===== src/ftpc_pkg.sv =====
package ftpc_pkg;

	// ------------------------------------------------------------
	// Interface modes
	// ------------------------------------------------------------
	typedef enum logic [2:0] {
		FTPC_SINGLE_RATE_MODE     = 3'b001,
		FTPC_DOUBLE_RATE_MODE_ONE = 3'b010,
		FTPC_DOUBLE_RATE_MODE_TWO = 3'b100
	} ftpc_mode_e;

	// ------------------------------------------------------------
	// Widths, cycle kinds and reset values
	// ------------------------------------------------------------
	localparam int unsigned FTPC_DATA_W     = 8;
	localparam int unsigned FTPC_FIFO_DEPTH = 8;
	localparam logic [1:0]  FTPC_KIND_CMD   = 2'h0;
	localparam logic [1:0]  FTPC_KIND_ADDR  = 2'h1;
	localparam logic [1:0]  FTPC_KIND_DATA  = 2'h2;
	localparam logic [7:0]  FTPC_DATA_RST   = 8'h00;
	localparam logic [2:0]  FTPC_SYNC_RST   = 3'h7;

	// ------------------------------------------------------------
	// Carriers
	// ------------------------------------------------------------
	typedef struct packed {
		logic [1:0] kind;
		logic [7:0] data;
	} ftpc_cycle_s;

	typedef struct packed {
		logic       ce_n;
		logic       cle;
		logic       ale;
		logic       write_strobe_n;
		logic       read_strobe_n;
		logic       write_protect_n;
	} ftpc_pins_s;

endpackage : ftpc_pkg


===== src/ftpc_fifo.sv =====
`timescale 1ns/10ps
module ftpc_fifo #(
	parameter int unsigned WIDTH = 8,
	parameter int unsigned DEPTH = 8
) (
	// Clock and reset
	input  wire logic             ref_clk_i,
	input  wire logic             sys_rst_i,
	// Fill side
	input  wire logic             in_valid_i,
	output logic                  in_ready_o,
	input  wire logic [WIDTH-1:0] in_data_i,
	// Drain side
	output logic                  out_valid_o,
	input  wire logic             out_ready_i,
	output logic      [WIDTH-1:0] out_data_o
);
	localparam int unsigned AW = $clog2(DEPTH);

	logic [WIDTH-1:0] mem_q [DEPTH];
	logic [AW-1:0]    wr_q, wr_d, rd_q, rd_d;
	logic [AW:0]      cnt_q, cnt_d;
	logic             push, pop;

	always_comb begin
		push = in_valid_i && (cnt_q != AW'(0) + (AW+1)'(DEPTH));
		pop  = (cnt_q != '0) && out_ready_i;
		wr_d = push ? wr_q + 1'b1 : wr_q;
		rd_d = pop ? rd_q + 1'b1 : rd_q;
		cnt_d = cnt_q + (AW+1)'(push) - (AW+1)'(pop);
	end

	always_ff @(posedge ref_clk_i or posedge sys_rst_i) begin
		if (sys_rst_i) begin
			wr_q  <= '0;
			rd_q  <= '0;
			cnt_q <= '0;
		end else begin
			wr_q  <= wr_d;
			rd_q  <= rd_d;
			cnt_q <= cnt_d;
		end
	end

	always_ff @(posedge ref_clk_i) begin
		if (push) begin
			mem_q[wr_q] <= in_data_i;
		end
	end

	assign in_ready_o  = (cnt_q != (AW+1)'(DEPTH));
	assign out_valid_o = (cnt_q != '0);
	assign out_data_o  = mem_q[rd_q];
endmodule : ftpc_fifo


===== src/ftpc_target.sv =====
`timescale 1ns/10ps
module ftpc_target (
	// Clock and reset
	input  wire logic                ref_clk_i,
	input  wire logic                sys_rst_i,
	// Mode and internal status
	input  wire ftpc_pkg::ftpc_mode_e mode_i,
	input  wire logic [3:0]          unit_busy_i,
	input  wire logic                prog_erase_req_i,
	// Host pins
	input  wire ftpc_pkg::ftpc_pins_s pins_i,
	input  wire logic [7:0]          dq_i,
	output logic [7:0]               dq_o,
	output logic                     dq_oe_o,
	output logic                     dqs_o,
	output logic                     dqs_oe_o,
	output logic                     ready_busy_n_o,
	output logic                     ready_busy_n_oe_o,
	// Internal array side
	output logic                     cycle_valid_o,
	output ftpc_pkg::ftpc_cycle_s    cycle_o,
	input  wire logic                rd_valid_i,
	output logic                     rd_ready_o,
	input  wire logic [7:0]          rd_data_i,
	output logic                     standby_o,
	output logic                     prog_erase_go_o,
	output logic                     prog_erase_refused_o
);
	// ------------------------------------------------------------
	// Pin history for edge detection
	// ------------------------------------------------------------
	logic [2:0] we_q, we_d, re_q, re_d;
	logic       sel, we_rise, re_fall, mode_one, dir_target;
	logic       fifo_out_valid, fifo_pop;
	logic [7:0] fifo_out_data;

	logic [7:0] dq_q, dq_d;
	logic       dq_oe_q, dq_oe_d, dqs_q, dqs_d, dqs_oe_q, dqs_oe_d;
	logic       rb_oe_q, rb_oe_d, stby_q, stby_d;
	logic       cv_q, cv_d, pe_go_q, pe_go_d, pe_ref_q, pe_ref_d;
	ftpc_pkg::ftpc_cycle_s cyc_q, cyc_d;

	always_comb begin
		sel        = !pins_i.ce_n;
		mode_one   = (mode_i == ftpc_pkg::FTPC_DOUBLE_RATE_MODE_ONE);
		we_d       = {we_q[1:0], pins_i.write_strobe_n};
		re_d       = {re_q[1:0], pins_i.read_strobe_n};
		we_rise    = sel && we_q[1] && !we_q[2];
		re_fall    = sel && !mode_one && !re_q[1] && re_q[2];
		// Low on the shared pin means the host reads, so the target owns the bus.
		dir_target = sel && mode_one && !pins_i.read_strobe_n;
		fifo_pop   = re_fall && fifo_out_valid;

		cv_d  = 1'b0;
		cyc_d = cyc_q;
		if (we_rise && !mode_one) begin
			cyc_d.data = dq_i;
			if (pins_i.cle && !pins_i.ale) begin
				cyc_d.kind = ftpc_pkg::FTPC_KIND_CMD;
				cv_d       = 1'b1;
			end else if (pins_i.ale && !pins_i.cle) begin
				cyc_d.kind = ftpc_pkg::FTPC_KIND_ADDR;
				cv_d       = 1'b1;
			end else if (!pins_i.cle && !pins_i.ale &&
				mode_i == ftpc_pkg::FTPC_SINGLE_RATE_MODE) begin
				cyc_d.kind = ftpc_pkg::FTPC_KIND_DATA;
				cv_d       = 1'b1;
			end
		end

		dq_d     = fifo_pop ? fifo_out_data : dq_q;
		dq_oe_d  = mode_one ? dir_target : (sel && !re_q[1]);
		dqs_d    = re_q[1];
		dqs_oe_d = dir_target && (mode_i != ftpc_pkg::FTPC_SINGLE_RATE_MODE);
		rb_oe_d  = |unit_busy_i;
		stby_d   = pins_i.ce_n && !(|unit_busy_i);
		pe_go_d  = prog_erase_req_i && pins_i.write_protect_n;
		pe_ref_d = prog_erase_req_i && !pins_i.write_protect_n;
	end

	// ------------------------------------------------------------
	// Read data buffer
	// ------------------------------------------------------------
	// The array stalls whenever eight words wait for strobes.
	ftpc_fifo #(
		.WIDTH (ftpc_pkg::FTPC_DATA_W),
		.DEPTH (ftpc_pkg::FTPC_FIFO_DEPTH)
	) u_fifo (
		.ref_clk_i   (ref_clk_i),
		.sys_rst_i   (sys_rst_i),
		.in_valid_i  (rd_valid_i),
		.in_ready_o  (rd_ready_o),
		.in_data_i   (rd_data_i),
		.out_valid_o (fifo_out_valid),
		.out_ready_i (fifo_pop),
		.out_data_o  (fifo_out_data)
	);

	always_ff @(posedge ref_clk_i or posedge sys_rst_i) begin
		if (sys_rst_i) begin
			we_q     <= ftpc_pkg::FTPC_SYNC_RST;
			re_q     <= ftpc_pkg::FTPC_SYNC_RST;
			dq_q     <= ftpc_pkg::FTPC_DATA_RST;
			dq_oe_q  <= 1'b0;
			dqs_q    <= 1'b0;
			dqs_oe_q <= 1'b0;
			rb_oe_q  <= 1'b0;
			stby_q   <= 1'b0;
			cv_q     <= 1'b0;
			cyc_q    <= '0;
			pe_go_q  <= 1'b0;
			pe_ref_q <= 1'b0;
		end else begin
			we_q     <= we_d;
			re_q     <= re_d;
			dq_q     <= dq_d;
			dq_oe_q  <= dq_oe_d;
			dqs_q    <= dqs_d;
			dqs_oe_q <= dqs_oe_d;
			rb_oe_q  <= rb_oe_d;
			stby_q   <= stby_d;
			cv_q     <= cv_d;
			cyc_q    <= cyc_d;
			pe_go_q  <= pe_go_d;
			pe_ref_q <= pe_ref_d;
		end
	end

	assign dq_o                 = dq_q;
	assign dq_oe_o              = dq_oe_q;
	assign dqs_o                = dqs_q;
	assign dqs_oe_o             = dqs_oe_q;
	assign ready_busy_n_o       = 1'b0;
	assign ready_busy_n_oe_o    = rb_oe_q;
	assign cycle_valid_o        = cv_q;
	assign cycle_o              = cyc_q;
	assign standby_o            = stby_q;
	assign prog_erase_go_o      = pe_go_q;
	assign prog_erase_refused_o = pe_ref_q;
endmodule : ftpc_target

===== config.mk =====
export PLATFORM = sky130hd
export DESIGN_NAME = ftpc_target
export DESIGN_NICKNAME = d
export VERILOG_FILES = /design/src/ftpc_pkg.sv /design/src/ftpc_fifo.sv /design/src/ftpc_target.sv
export SDC_FILE = /design/constraint.sdc
export NUM_CORES = 1
export LEC_CHECK = 0
export BUFFER_PORTS_ARGS = -buffer_cell sky130_fd_sc_hd__buf_2
export CORE_MARGIN = 3
export CORE_UTILIZATION = 63
export CTS_BUF_LIST = sky130_fd_sc_hd__clkbuf_8
export CTS_CLUSTER_DIAMETER = 120
export DETAILED_ROUTE_END_ITERATION = 6
export GPL_TIMING_DRIVEN = 1
export PLACE_DENSITY = 0.93
export SYNTH_ARGS = -nofsm -noshare
export SYNTH_HDL_FRONTEND = slang
export SYNTH_HIERARCHICAL = 1
export SYNTH_SLANG_ARGS = --single-unit
export TNS_END_PERCENT = 50

===== constraint.sdc =====
create_clock -name ref_clk_i -period 7 [get_ports ref_clk_i]
set_clock_uncertainty 0.2 [all_clocks]
set_input_delay 0.7 -clock ref_clk_i [delete_from_list [all_inputs] [get_ports ref_clk_i]]
set_output_delay 0.7 -clock ref_clk_i [all_outputs]
set_load 0.03 [all_outputs]

==> flow_summary.ini <==
[outcome]
run_status = complete, no violations

[synth]
synthesis.instances = 226
synthesis.nets = 271
synth_top_area_share_pct = 44.72
postSynthAreaPerCell_um2 = 19.02
synthesis.yosys.warnings = 6
post_synth_instance_area_um2 = 4298
yosys_register_bits = 106
synth_seq_area_share_pct = 69.34
netlist-cell-type-count = 36
synth_area_leader_cell = sky130_fd_sc_hd__edfxtp_1
synth_top_cells_by_area = sky130_fd_sc_hd__edfxtp_1, sky130_fd_sc_hd__dfrtp_1, sky130_fd_sc_hd__mux4_1

[grt]
first_global_vias = 2214
antenna_found_initial = 0
groute.usage.overall_pct = 20.19
first_pass_grt_wire_length_mm = 11.14
overflow = 0
grt_max_degree = 33

[pwr]
total_switching_power_uw = 558.6
p_per_area_nw_per_um2 = 362.4
vdd_ir_drop_max_mv = 0.2139
internal-power_mw = 1.180
power_frac_comb_pct = 29.7
power.share.sequential_pct = 51.8
cellLeakagePower_nw = 1.968
switching_power_share_of_the_total_pct = 32.13
power.share.clock_pct = 18.5

[route]
post_detailed_route_wirelength_per_cell_um = 18.92
totalWireLength_mm = 7.020
drt_drc_violations_left = 0
drt-vias-per-instance = 5.798
detailedRoute.firstIterationViolations = 75
drtAntennaViolNets = 0
drt_pre_antenna_iters = 4
via_count = 2151

[setup_path]
end_kind = flip-flop
critical_path_peak_fanout = 10
cp.required_ns = 7.06
cp_data_arrival_time_ns = 2.97
startpoint_class = flip-flop
worstSetupPathType = reg2reg

[timing]
pins_over_slew_limit = 0
tns_setup_ns = 0
layout_worst_path_cycle_share_pct = 41.57
hold_viol = 0
max_freq_ghz = 0.3436
setup-violations-final = 0
setup_repair_after_global_routing_missed_its_margin = no
relSlewSlack_pct = 25.49
minimum_clock_period_after_layout_ns = 2.910
worstMarginPinSlew_ns = 1.116
final.hold.worst_slack_ns = 0.1152

[hold_path]
min-delay-path-class = in2async

[clocking]
clk_root_buffer_cell = sky130_fd_sc_hd__clkbuf_8
hold_buffers = 0
maximum_clock_insertion_buffer_count = 2
h-tree-depth = 3
tritoncts = yes
cts_resized = 0
post-cts-setup-buffers = 0
numCtsBuffers = 9
clk_pin_slew_ns = 0.09
clock_insertion_delay_at_the_later_pin_of_the_skew_report_ns = 0.36
cts_num_sinks = 106

[placement]
gp_congestion = 0.7723
placed_area_um2 = 4627
numPortBuffers = 59
detailed_place_hpwl_mm = 4.758

[cells_and_area]
area_delta_synth_final_pct = 11.62
most-common-layout-cells = sky130_fd_sc_hd__edfxtp_1, sky130_fd_sc_hd__buf_2, sky130_fd_sc_hd__dfrtp_1
ff_latch_area_um2 = 2980
antennaDiodeCount = 0
fill_cells = 388
nNetsFinal = 334
share_of_final_layout_standard_cells_stronger_than_drive_strength_1_pct = 38.44
final_common_cell = sky130_fd_sc_hd__edfxtp_1
area_taken_by_multi_input_logic_gates_um2 = 1199
postLayoutCellArea_um2 = 4797
final_core_util_pct = 73.86

[job]
cap_viol_max_count = 0

[floorplanning]
core_area_um2 = 6495
die_h_um = 88.60
initial_core_util_pct = 66.17
floorplan.die_area_um2 = 7849
dieWidth_um = 88.60
ioPinCount = 61
rows = 29
-- worst paths after layout --
kind	from	endpoint	slack, ns	cells past startpoint
hold / removal	sys_rst_i	u_fifo/rd_q[1]$_DFFE_PP0P_	0.12	2
hold reg to reg	we_q[0]$_DFF_PP1_	we_q[1]$_DFF_PP1_	0.16	0
setup reg to reg	u_fifo/cnt_q[2]$_DFF_PP0_	u_fifo/cnt_q[2]$_DFF_PP0_	4.09	11
setup / recovery	u_fifo/cnt_q[2]$_DFF_PP0_	u_fifo/cnt_q[2]$_DFF_PP0_	4.09	11
max in group asynchronous	sys_rst_i	cycle_o[2]$_DFFE_PP0P_	5.50	2
min in group ref_clk_i	we_q[0]$_DFF_PP1_	we_q[1]$_DFF_PP1_	0.16	0
-- per-stage QoR --
stage	power, mW	std cells	setup slack (ns)
2_1_floorplan	1.291	226	4.015
4_1_cts	1.756	371	4.080
3_5_place_dp	1.432	355	3.850
6_report	1.738	371	4.090
5_1_grt	1.837	371	3.964
3_3_place_gp	1.395	355	3.901
-- power by group through the flow --
stage | logic [mW] | clock network, mW | registers, mW
final | 0.516 | 0.322 | 0.901
after global routing | 0.559 | 0.360 | 0.919
after CTS | 0.523 | 0.331 | 0.903
after detailed placement | 0.518 | 0 | 0.914
after global placement | 0.489 | 0 | 0.906
after floorplan | 0.368 | 0 | 0.923
-- layer usage --
metal  wire [um]  up-vias  GRT usage, %  share of wire [%]
li1            -      991             -                  -
met1        2853     1065         23.93                 41
met2        3676       88         35.55                 52
met3         427        7         5.214                6.1
met4          62        0         7.692               0.88
met5           0        -             0                  0
-- cell type report --
| type | instances | area share, % |
|---|---|---|
| timing repair buffer | 61 | 6.468 |
| tap | 77 | 2.008 |
| sequential | 106 | 62.13 |
| clock buffer | 9 | 2.582 |
| multi-input combinational | 100 | 24.99 |
| inverter | 11 | 0.8607 |
| clock inverter | 7 | 0.9650 |
-- flip-flops by register name, indices dropped and copies added (netlist names) --
register              cells
u_fifo/mem_q             64
dq_o                      8
u_fifo/cnt_q              4
dq_oe_o                   1
cycle_o                  10
we_q                      3
ready_busy_n_oe_o         1
prog_erase_refused_o      1
u_fifo/rd_q               3
dqs_o                     1
cycle_valid_o             1
dqs_oe_o                  1
re_q                      3
prog_erase_go_o           1
standby_o                 1
u_fifo/wr_q               3
-- worst max-delay path, stage by stage (launching register included) --
cell,delay [ns]
sky130_fd_sc_hd__dfrtp_1,0.38
sky130_fd_sc_hd__inv_1,0.10
sky130_fd_sc_hd__ha_1,0.15
sky130_fd_sc_hd__or3b_2,0.49
sky130_fd_sc_hd__and4_4,0.26
sky130_fd_sc_hd__nand2_1,0.15
sky130_fd_sc_hd__inv_1,0.06
sky130_fd_sc_hd__ha_1,0.26
sky130_fd_sc_hd__inv_1,0.04
sky130_fd_sc_hd__ha_1,0.20
sky130_fd_sc_hd__fa_1,0.38
sky130_fd_sc_hd__xor2_1,0.14
-- synth_stat cells (all sizes together) --
cell      n
a21o      2
a41oi     2
dfstp     6
mux2     27
dfrtp    36
mux4     16
nor2     10
inv      11
xor2      2
buf       7
and2      1
or4       1
and4      1
nand3     4
nand3b    1
ha       11
xnor2     4
conb      1
or3b      3
o2111ai   1
edfxtp   64
nor3      4
nand2     3
fa        1
and4bb    1
nor2b     1
clkbuf    2
a21oi     1
nand2b    2
-- kinds of logic after synthesis --
logic type               share of synthesized area [%]
AND/OR/NAND/NOR                                  4.280
AO/OA/AOI/OAI                                    1.077
other                                          0.08725
flip-flops                                       69.34
multiplexers                                     17.55
buffers and inverters                            2.766
adder cells (fa/ha/maj)                          3.668
XOR/XNOR                                         1.223
No activity file was read; power rests on OpenSTA's default activity.
